$ cat src/verilog/kir_pkg.sv
// Constants shared by the keypad interrupt register block
// Overview of operation
// - With break clearing permitted, clears during break work and stay cleared
// - With break clearing not permitted, break-time accesses clear no status bits; an unmapped access still sets the error event bit
// - A pending clear is held off during break; repeating it afterwards clears
// - Each pin selectable as source with own polarity; enabling turns on pull
// - Pending flag is read-only: 1 while a request is pending, else 0
// - Writing 1 to request clear drops the request; the bit reads 0
// - Block bit at 1 stops the latch from raising the request
// - Sensitivity bit: 1 selects edge and level, 0 edge only
// - Per-pin enable bits: 1 lets the pin set the latch, 0 ignores it
// - Reserved enable-register bit reads 0; software writes it only as 0
// - Polarity bit 1 means high or rising, 0 means low or falling
// - Latch sets when any enabled input reaches its asserted state
// - Edge mode: no set while another enabled input is already asserted
// - Level mode: clears only after all inputs idle and an acknowledge
// - Low or falling pins get a pullup, high or rising a pulldown
package kir_pkg;
    localparam int PIN_COUNT = 6;
    localparam int ADDR_W = 8;
    // Register byte offsets
    localparam logic [7:0] OFS_STATUS_CTRL = 8'h00;
    localparam logic [7:0] OFS_PIN_ENABLE = 8'h04;
    localparam logic [7:0] OFS_PIN_POLARITY = 8'h08;
    localparam logic [7:0] OFS_IRQ_STATUS = 8'h0C;
    localparam logic [7:0] OFS_IRQ_MASK = 8'h10;
    localparam logic [7:0] OFS_BREAK_CTRL = 8'h14;
    // key_status_control fields
    localparam int SC_SENS_BIT = 0;
    localparam int SC_BLOCK_BIT = 1;
    localparam int SC_CLEAR_BIT = 2;
    localparam int SC_FLAG_BIT = 3;
    // key_pin_enable reserved bit
    localparam int EN_RSV_BIT = 6;
    // Sticky event fields
    localparam int EV_REQ_BIT = 0;
    localparam int EV_ERR_BIT = 1;
    localparam int EV_W = 2;
    // break_flag_control_reg field
    localparam int BRK_PERMIT_BIT = 0;
    // Reset values
    localparam logic RST_BIT = 1'b0;
    localparam logic [7:0] RST_BYTE = 8'h00;
    localparam logic [31:0] RST_WORD = 32'h0000_0000;
endpackage

$ cat src/verilog/kir_keypad_irq.sv
// Keypad interrupt unit: pin detection, latch and APB registers
`timescale 1ns/1ns
module kir_keypad_irq #(
    parameter int NPINS = kir_pkg::PIN_COUNT
) (
    // APB slave
    input wire logic pclk,
    input wire logic presetn,
    input wire logic psel,
    input wire logic penable,
    input wire logic pwrite,
    input wire logic [kir_pkg::ADDR_W-1:0] paddr,
    input wire logic [31:0] pwdata,
    output logic [31:0] prdata,
    output logic pready,
    output logic pslverr,
    // System
    input wire logic break_active,
    input wire logic vector_ack,
    // Pins
    input wire logic [NPINS-1:0] key_input_pins,
    output logic [NPINS-1:0] pull_up_en,
    output logic [NPINS-1:0] pull_down_en,
    // Requests
    output logic key_irq_req,
    output logic irq
);
    localparam int PAD = 8 - NPINS;

    logic [NPINS-1:0] pins_s;
    logic [NPINS-1:0] en_q;
    logic [NPINS-1:0] pol_q;
    logic [NPINS-1:0] act;
    logic [NPINS-1:0] prev_q;
    logic mode_q;
    logic block_q;
    logic latch_q;
    logic latch_d;
    logic ack_seen_q;
    logic permit_q;
    logic [kir_pkg::EV_W-1:0] sts_q;
    logic [kir_pkg::EV_W-1:0] mask_q;
    logic setup;
    logic wr_fire;
    logic mapped;
    logic clr_ok;
    logic ack;
    logic any_act;
    logic held;
    logic rise;
    logic set;
    logic [31:0] rd_mux;

    ////////////////////////////////////////////////////////////////////////
    // Pin input path

    kir_sync #(.W(NPINS)) u_sync (
        .pclk(pclk),
        .presetn(presetn),
        .d(key_input_pins),
        .q(pins_s)
    );

    // Asserted level per pin, only for enabled pins
    assign act = ~(pins_s ^ pol_q) & en_q;
    assign any_act = |act;
    assign held = |(act & prev_q);
    assign rise = |(act & ~prev_q);

    always_ff @(posedge pclk or negedge presetn) begin
        if (!presetn) begin
            prev_q <= '0;
        end else begin
            prev_q <= act;
        end
    end

    ////////////////////////////////////////////////////////////////////////
    // Bus decode

    assign setup = psel & ~penable;
    assign wr_fire = psel & penable & pready & pwrite;
    assign mapped = (paddr == kir_pkg::OFS_STATUS_CTRL) ||
        (paddr == kir_pkg::OFS_PIN_ENABLE) ||
        (paddr == kir_pkg::OFS_PIN_POLARITY) ||
        (paddr == kir_pkg::OFS_IRQ_STATUS) ||
        (paddr == kir_pkg::OFS_IRQ_MASK) ||
        (paddr == kir_pkg::OFS_BREAK_CTRL);

    // Status clears are refused in break unless permitted; a refused clear
    // is simply lost, software repeats it once break has ended
    assign clr_ok = ~break_active | permit_q;
    assign ack = clr_ok & (vector_ack | (wr_fire &&
        paddr == kir_pkg::OFS_STATUS_CTRL &&
        pwdata[kir_pkg::SC_CLEAR_BIT]));

    ////////////////////////////////////////////////////////////////////////
    // Interrupt latch

    always_comb begin
        if (mode_q) begin
            set = any_act;
        end else begin
            set = rise & ~held;
        end
    end

    always_comb begin
        latch_d = latch_q;
        if (set) begin
            latch_d = 1'b1;
        end else if (mode_q) begin
            if ((ack | ack_seen_q) && !any_act) begin
                latch_d = 1'b0;
            end
        end else if (ack) begin
            latch_d = 1'b0;
        end
    end

    always_ff @(posedge pclk or negedge presetn) begin
        if (!presetn) begin
            latch_q <= kir_pkg::RST_BIT;
        end else begin
            latch_q <= latch_d;
        end
    end

    // Acknowledge seen while inputs still asserted, in either order
    always_ff @(posedge pclk or negedge presetn) begin
        if (!presetn) begin
            ack_seen_q <= kir_pkg::RST_BIT;
        end else if (!mode_q || !latch_d) begin
            ack_seen_q <= 1'b0;
        end else if (ack) begin
            ack_seen_q <= 1'b1;
        end
    end

    always_ff @(posedge pclk or negedge presetn) begin
        if (!presetn) begin
            key_irq_req <= 1'b0;
        end else begin
            key_irq_req <= latch_d & ~block_q;
        end
    end

    ////////////////////////////////////////////////////////////////////////
    // Control registers

    always_ff @(posedge pclk or negedge presetn) begin
        if (!presetn) begin
            mode_q <= kir_pkg::RST_BIT;
            block_q <= kir_pkg::RST_BIT;
        end else if (wr_fire && paddr == kir_pkg::OFS_STATUS_CTRL) begin
            mode_q <= pwdata[kir_pkg::SC_SENS_BIT];
            block_q <= pwdata[kir_pkg::SC_BLOCK_BIT];
        end
    end

    always_ff @(posedge pclk or negedge presetn) begin
        if (!presetn) begin
            en_q <= '0;
        end else if (wr_fire && paddr == kir_pkg::OFS_PIN_ENABLE) begin
            en_q <= pwdata[NPINS-1:0];
        end
    end

    always_ff @(posedge pclk or negedge presetn) begin
        if (!presetn) begin
            pol_q <= '0;
        end else if (wr_fire && paddr == kir_pkg::OFS_PIN_POLARITY) begin
            pol_q <= pwdata[NPINS-1:0];
        end
    end

    always_ff @(posedge pclk or negedge presetn) begin
        if (!presetn) begin
            permit_q <= kir_pkg::RST_BIT;
        end else if (wr_fire && paddr == kir_pkg::OFS_BREAK_CTRL) begin
            permit_q <= pwdata[kir_pkg::BRK_PERMIT_BIT];
        end
    end

    always_ff @(posedge pclk or negedge presetn) begin
        if (!presetn) begin
            mask_q <= '0;
        end else if (wr_fire && paddr == kir_pkg::OFS_IRQ_MASK) begin
            mask_q <= pwdata[kir_pkg::EV_W-1:0];
        end
    end

    // Pulls follow enable and polarity
    always_ff @(posedge pclk or negedge presetn) begin
        if (!presetn) begin
            pull_up_en <= '0;
            pull_down_en <= '0;
        end else begin
            pull_up_en <= en_q & ~pol_q;
            pull_down_en <= en_q & pol_q;
        end
    end

    ////////////////////////////////////////////////////////////////////////
    // Sticky events, set wins over a same-cycle clear

    always_ff @(posedge pclk or negedge presetn) begin
        if (!presetn) begin
            sts_q <= '0;
        end else begin
            for (int i = 0; i < kir_pkg::EV_W; i++) begin
                if (wr_fire && clr_ok && pwdata[i] &&
                    paddr == kir_pkg::OFS_IRQ_STATUS) begin
                    sts_q[i] <= 1'b0;
                end
            end
            if (set && !latch_q) begin
                sts_q[kir_pkg::EV_REQ_BIT] <= 1'b1;
            end
            if (setup && !mapped) begin
                sts_q[kir_pkg::EV_ERR_BIT] <= 1'b1;
            end
        end
    end

    always_ff @(posedge pclk or negedge presetn) begin
        if (!presetn) begin
            irq <= 1'b0;
        end else begin
            irq <= |(sts_q & mask_q);
        end
    end

    ////////////////////////////////////////////////////////////////////////
    // Read path, answer in the first access cycle

    always_comb begin
        rd_mux = kir_pkg::RST_WORD;
        case (paddr)
            kir_pkg::OFS_STATUS_CTRL: begin
                rd_mux[kir_pkg::SC_SENS_BIT] = mode_q;
                rd_mux[kir_pkg::SC_BLOCK_BIT] = block_q;
                rd_mux[kir_pkg::SC_FLAG_BIT] = latch_q;
            end
            kir_pkg::OFS_PIN_ENABLE: begin
                rd_mux[7:0] = {{PAD{1'b0}}, en_q};
            end
            kir_pkg::OFS_PIN_POLARITY: begin
                rd_mux[7:0] = {{PAD{1'b0}}, pol_q};
            end
            kir_pkg::OFS_IRQ_STATUS: begin
                rd_mux[kir_pkg::EV_W-1:0] = sts_q;
            end
            kir_pkg::OFS_IRQ_MASK: begin
                rd_mux[kir_pkg::EV_W-1:0] = mask_q;
            end
            kir_pkg::OFS_BREAK_CTRL: begin
                rd_mux[kir_pkg::BRK_PERMIT_BIT] = permit_q;
            end
            default: begin
                rd_mux = kir_pkg::RST_WORD;
            end
        endcase
    end

    always_ff @(posedge pclk or negedge presetn) begin
        if (!presetn) begin
            pready <= 1'b0;
            pslverr <= 1'b0;
            prdata <= kir_pkg::RST_WORD;
        end else begin
            pready <= setup;
            pslverr <= setup & ~mapped;
            if (setup) begin
                prdata <= pwrite ? kir_pkg::RST_WORD : rd_mux;
            end
        end
    end
endmodule // kir_keypad_irq

$ cat src/verilog/kir_sync.sv
// Two-stage synchroniser for a group of level inputs
`timescale 1ns/1ns
module kir_sync #(
    parameter int W = kir_pkg::PIN_COUNT
) (
    // Clock and reset
    input wire logic pclk,
    input wire logic presetn,
    // Data
    input wire logic [W-1:0] d,
    output logic [W-1:0] q
);
    logic [W-1:0] meta_q;

    always_ff @(posedge pclk or negedge presetn) begin
        if (!presetn) begin
            meta_q <= '0;
            q <= '0;
        end else begin
            meta_q <= d;
            q <= meta_q;
        end
    end
endmodule // kir_sync

$ cat config.mk
export PLATFORM = sky130hd
export DESIGN_NAME = kir_keypad_irq
export DESIGN_NICKNAME = d
export VERILOG_FILES = /design/src/verilog/kir_pkg.sv /design/src/verilog/kir_keypad_irq.sv /design/src/verilog/kir_sync.sv
export SDC_FILE = /design/constraint.sdc
export NUM_CORES = 1
export LEC_CHECK = 0
export BUFFER_PORTS_ARGS = -buffer_cell sky130_fd_sc_hd__buf_2
export CAP_MARGIN = 20
export CORE_MARGIN = 3
export CORE_UTILIZATION = 32
export CTS_BUF_LIST = sky130_fd_sc_hd__clkbuf_16
export CTS_CLUSTER_SIZE = 28
export DETAILED_ROUTE_END_ITERATION = 7
export PLACE_DENSITY = 0.6
export REMOVE_ABC_BUFFERS = 1
export SKIP_LAST_GASP = 1
export SLEW_MARGIN = 20
export SYNTH_ARGS = -nofsm -noshare
export SYNTH_HDL_FRONTEND = slang
export SYNTH_SLANG_ARGS = --single-unit
$ cat constraint.sdc
create_clock -name pclk -period 2.53 [get_ports pclk]
set_input_delay 0 -clock pclk [delete_from_list [all_inputs] [get_ports pclk]]
set_output_delay 0 -clock pclk [all_outputs]
set_load 0.1 [all_outputs]
# [Word-level counts from Yosys, hierarchy flattened]
# Cells that the tools add are included.
[totals] regBits=87 wordCells=101 in_bits=53
[classes] n_eq_ne=5 mux=17 n_reduce_logical=33 n_bitwise=26
[op_table] operator="$and A6 B6 Y6" count=5
[op_table] operator="$not A6 Y6" count=3
[op_table] operator="$reduce_or A6 Y1" count=3
[op_table] operator="$eq A8 B4 Y1 const B" count=2
[op_table] operator="$eq A8 B5 Y1 const B" count=2
[op_table] operator="$logic_and A1 B1 Y1" count=14
[op_table] operator="$mux W1" count=11
[op_table] operator="$and A1 B1 Y1" count=8
[op_table] operator="$eq A8 B3 Y1 const B" count=1
[op_table] operator="$logic_not A8 Y1" count=1
[op_table] operator="$logic_or A1 B1 Y1" count=6
[op_table] operator="$mux W6" count=1
[op_table] operator="$pmux W1 S6" count=1
[op_table] operator="$reduce_bool A2 Y1" count=3
[op_table] operator="$xor A6 B6 Y6" count=1
[op_table] operator="$logic_not A1 Y1" count=5
[op_table] operator="$not A1 Y1" count=5
[op_table] operator="$pmux W1 S5" count=1
[op_table] operator="$pmux W2 S2" count=1
[op_table] operator="$or A1 B1 Y1" count=3
[op_table] operator="$pmux W1 S3" count=1
[op_table] operator="$and A2 B2 Y2" count=1
[op_table] operator="$pmux W1 S2" count=1
[op_table] operator="$reduce_or A2 Y1" count=1

# [Logic depth before layout (Yosys ltp)]
[depth] word_depth=15 ltp_mapped=5 mapped_depth_nobuf=4

# [Hierarchy]
# Synthesis repeated with hierarchy kept, for this count alone.
[hier_totals] cells_unflattened=212 hier_area_um2=2622.5
[by_module_without_submodules] mod="kir_keypad_irq" cells_each=200 n_inst=1 area_each_um2=2322.2 seq_area_each_um2=1226.2
[by_module_without_submodules] mod="kir_sync" cells_each=12 n_inst=1 area_each_um2=300.3 seq_area_each_um2=300.3

# [Worst setup path before layout]
# OpenSTA, ideal clock, no wires.
[synth_path] kind="reg2reg" start="register pready" end="register en_q[0]" slack_ns=0.393 synth_period_minus_slack_ns=2.137 t_arrival_ns=2.012 path_stages_with_launch=5 cell_sequence="dfrtp_1 -> nand4_1 -> nor4b_4 -> nand2_1 -> mux2_2"
[synth_via] elab_chain_cells=3
[synth_rtl] item="from (decl)" line_no="kir_keypad_irq.sv:15" text="output logic pready,"
[synth_rtl] item="from (signal assigned)" line_no="kir_keypad_irq.sv:272" text="pready <= setup;"
[synth_rtl] item="$and A1 B1 Y1 (2 in a row)" line_no="kir_keypad_irq.sv:82" text="assign wr_fire = psel & penable & pready & pwrite;"
[synth_rtl] item="$logic_and A1 B1 Y1" line_no="kir_keypad_irq.sv:164" text="end else if (wr_fire && paddr == kir_pkg::OFS_PIN_ENABLE) begin"
[synth_rtl] item="to (signal assigned)" line_no="kir_keypad_irq.sv:165" text="en_q <= pwdata[NPINS-1:0];"
[synth_rtl] item="to (decl)" line_no="kir_keypad_irq.sv:31" text="logic [NPINS-1:0] en_q;"
# Every way passes these cells.
# A chain may end at the register's enable or synchronous reset.

# [Worst setup path in the final report]
[layout_path] start="register pready" end="register pol_q[3]"
[layout_via] elab_chain_cells=3
[layout_rtl] item="$and A1 B1 Y1 (2 in a row)" line_no="kir_keypad_irq.sv:82"
[layout_rtl] item="$logic_and A1 B1 Y1" line_no="kir_keypad_irq.sv:172" text="end else if (wr_fire && paddr == kir_pkg::OFS_PIN_POLARITY) begin"
[layout_rtl] item="to (signal assigned)" line_no="kir_keypad_irq.sv:173" text="pol_q <= pwdata[NPINS-1:0];"
[layout_rtl] item="to (decl)" line_no="kir_keypad_irq.sv:32" text="logic [NPINS-1:0] pol_q;"
# Every way passes these cells.

==> reports/metrics.csv <==
stage,metric,value,unit
synthesis,synth.top_cell.area_share,57.7,%
critical_path,critPathKind,flip-flop to flip-flop,
global_route,grt_pass1_vias,1675,
critical_path,critPathCaptureType,flip-flop,
clock_tree,cts.sink_count,61,
clock_tree,clkTransAtPathRegs,0.05,ns
finish,final_cell_area,3320,um^2
synthesis,ys_ff_latch,61,
synthesis,yosysUniqueCellTypes,42,
finish,area_delta_synth_final,25.5,%
timing,worstMarginPinSlew,0.605,ns
place,numPortBuffers,48,
global_route,grt_max_degree,36,
detailed_routing,viasPerCell,4.53,
clock_tree,post_cts_resized,0,
timing,slew_headroom,59.7,%
synthesis,synth-seq-area-share,57.7,%
synthesis,syn_inst,213,
clock_tree,cts_tree,built,
clock_tree,clock-root-buffer,clkbuf_16,
global_route,grt.overflow.total,0,
synthesis,synth_async_sr_flop_share,100,%
clock_tree,cts_made_buffers,9,
floorplan,die_h,97.0,um
floorplan,dieArea,9400,um^2
flow_run,drv_cap,0,
critical_path,crit_fanout,6,
detailed_routing,drtPass1Iterations,4,
finish,final_util,42.1,%
detailed_routing,drt_iter0_markers,48,
timing,skew,0.00449,ns
floorplan,core,7890,um^2
floorplan,ios,101,
timing,fin_crit,1.72,ns
place,dpl.hpwl,3.79,mm
timing,final.period_utilization,68.0,%
global_route,track_usage,11.8,%
critical_path,path_cells,"nand4_1, nor4b_4, nand2_1, mux2_2",
detailed_routing,wl_per_cell,13.4,um
clock_tree,htree_num_levels,3,
min_path,hp-class,input port to flip-flop,
clock_tree,cts_hold_buf,14,
critical_path,worstPathArrival,1.92,ns
synthesis,synth_edf_count,0,
synthesis,avgSynthCellArea,12.4,um^2
synthesis,synthFlopType,dfrtp_1,
finish,diodes,0,
global_route,antenna_found_initial,0,
timing,finalSetupTns,0,ns
finish,layout_common_cells,"dfrtp_1 (61), buf_2 (48), conb_1 (26)",
global_route,grt_pass1_wl,8.72,mm
critical_path,reg2regPathDepth,4,
timing,rsz0062_at_grt,false,
floorplan,initial_core_util,33.6,%
detailed_routing,vias,1763,
clock_tree,cts_buffer_depth,2,
floorplan,fp.dieW,97.0,um
finish,drive_gt1_share,29.3,%
critical_path,startpoint_type,flip-flop,
synthesis,synth.largest_area_cell,dfrtp_1,
clock_tree,insertion_delay,0.32,ns
critical_path,critical_path_required,2.73,ns
synthesis,syn_area,2650,um^2
detailed_routing,routed_wl,5.20,mm
min_path,worstHoldPathCells,4,
finish,nNetsFinal,335,
pwr,ir_drop,326,uV
synthesis,synth_area_leaders,"dfrtp_1 (58%), mux2_2 (7.7%), buf_4 (7.4%)",
timing,hold_violations,0,
timing,slew_violations,0,
floorplan,rows,32,
detailed_routing,ant_nets,0,
clock_tree,cts_setup_buffers,0,
critical_path,cp_slowest_stage_delay,0.36,ns
place,gp_congestion,0.764,
pwr,cellPowerDensity,734,nW/um^2
run_status,status,finished clean,
critical_path,cp_slowest_cell,nor4b_4,
timing,setup-violations-final,0,
timing,fmax,581,MHz
synthesis,synth_warnings,0,
place,placed_area,2900,um^2
detailed_routing,drc,0,
finish,layout_commonest_cell,dfrtp_1,
pwr,power.leakage,1.68,nW
## cells by family after synthesis
| family | count (synthesis) | share of synthesized area [%] |
|---|---|---|
| AO/OA/AOI/OAI | 28 | 7.99 |
| XOR/XNOR | 6 | 1.98 |
| buffers and inverters | 34 | 8.84 |
| flip-flops | 61 | 57.7 |
| multiplexers | 23 | 10.0 |
| other | 1 | 0.142 |
| AND/OR/NAND/NOR | 60 | 13.4 |
## worst paths after layout
path | slack, ns | from | end
max in group asynchronous | 1.45 | presetn | u_sync.meta_q[0]
worst min register to register | 0.34 | u_sync.meta_q[3] | u_sync.q[3]
worst min-delay path | 0.06 | vector_ack | ack_seen_q
min in group asynchronous | 0.22 | presetn | pull_down_en[5]
worst max-delay path | 0.81 | pready | pol_q[3]
worst max register to register | 0.81 | pready | pol_q[3]
## cell usage after synthesis, types with 2 or more instances
library cell	instances
clkbuf_1	2
inv_1	4
o32ai_1	2
a22o_1	2
xnor2_1	6
and2_1	12
nor2b_1	9
nor3_1	2
o31ai_1	4
buf_4	26
mux2i_1	4
nand2_1	17
dfrtp_1	61
nand2b_1	2
and3_1	2
a21oi_1	2
a22oi_1	6
o21ai_0	2
a32oi_1	2
nor2_1	4
nand3_1	4
mux2_2	18
## power breakdown
part | total, mW | switching (mW) | leakage (nW) | internal, mW
clock | 1.14 | 0.393 | 0.145 | 0.745
combinational | 0.300 | 0.252 | 0.720 | 0.0478
sequential | 0.999 | 0.00680 | 0.812 | 0.993
## routing by layer
metal / GRT usage [%] / vias up / wire, um
li1: - / 831 / -
met4: 5.18 / 0 / 89
met2: 17.7 / 66 / 2480
met5: 0 / - / 0
met1: 15.1 / 856 / 2280
met3: 4.76 / 10 / 355
## final cells by class
type	instances	area, um^2
Timing Repair Buffer	63	388
Clock buffer	9	225
Tap cell	102	128
Multi-Input combinational cell	143	981
Clock inverter	7	58.8
Inverter	4	15.0
Sequential cell	61	1530
Fill cell	757	4570
## per-stage QoR
stage / setup WS, ns / total power, mW / std cells / hold WS [ns]
after global routing: 0.661 / 2.53 / 389 / 0.0856
final: 0.810 / 2.44 / 389 / 0.0600
after CTS: 0.804 / 2.48 / 389 / 0.0477
after global placement: 0.837 / 1.30 / 359 / 0.0406
after detailed placement: 0.807 / 1.30 / 359 / 0.0437
after floorplan: 0.393 / 1.23 / 208 / -0.296
## critical path, delay by kind of cell (launching register included)
kind	cells	cell delay, ns
simple gates	3	0.91
flops	1	0.33
mux	1	0.35
## state kept, by name, summed over array words and instances (netlist names)
signal and cells:
sts_q 2, pull_up_en 6, latch_q 1, u_sync.q 6, u_sync.meta_q 6, pol_q 6
prdata 6, pready 1, permit_q 1, pslverr 1, block_q 1, en_q 6
ack_seen_q 1, mask_q 2, prev_q 6, mode_q 1, irq 1, key_irq_req 1
pull_down_en 6
Note: power is estimated with default switching activity, not from simulation.
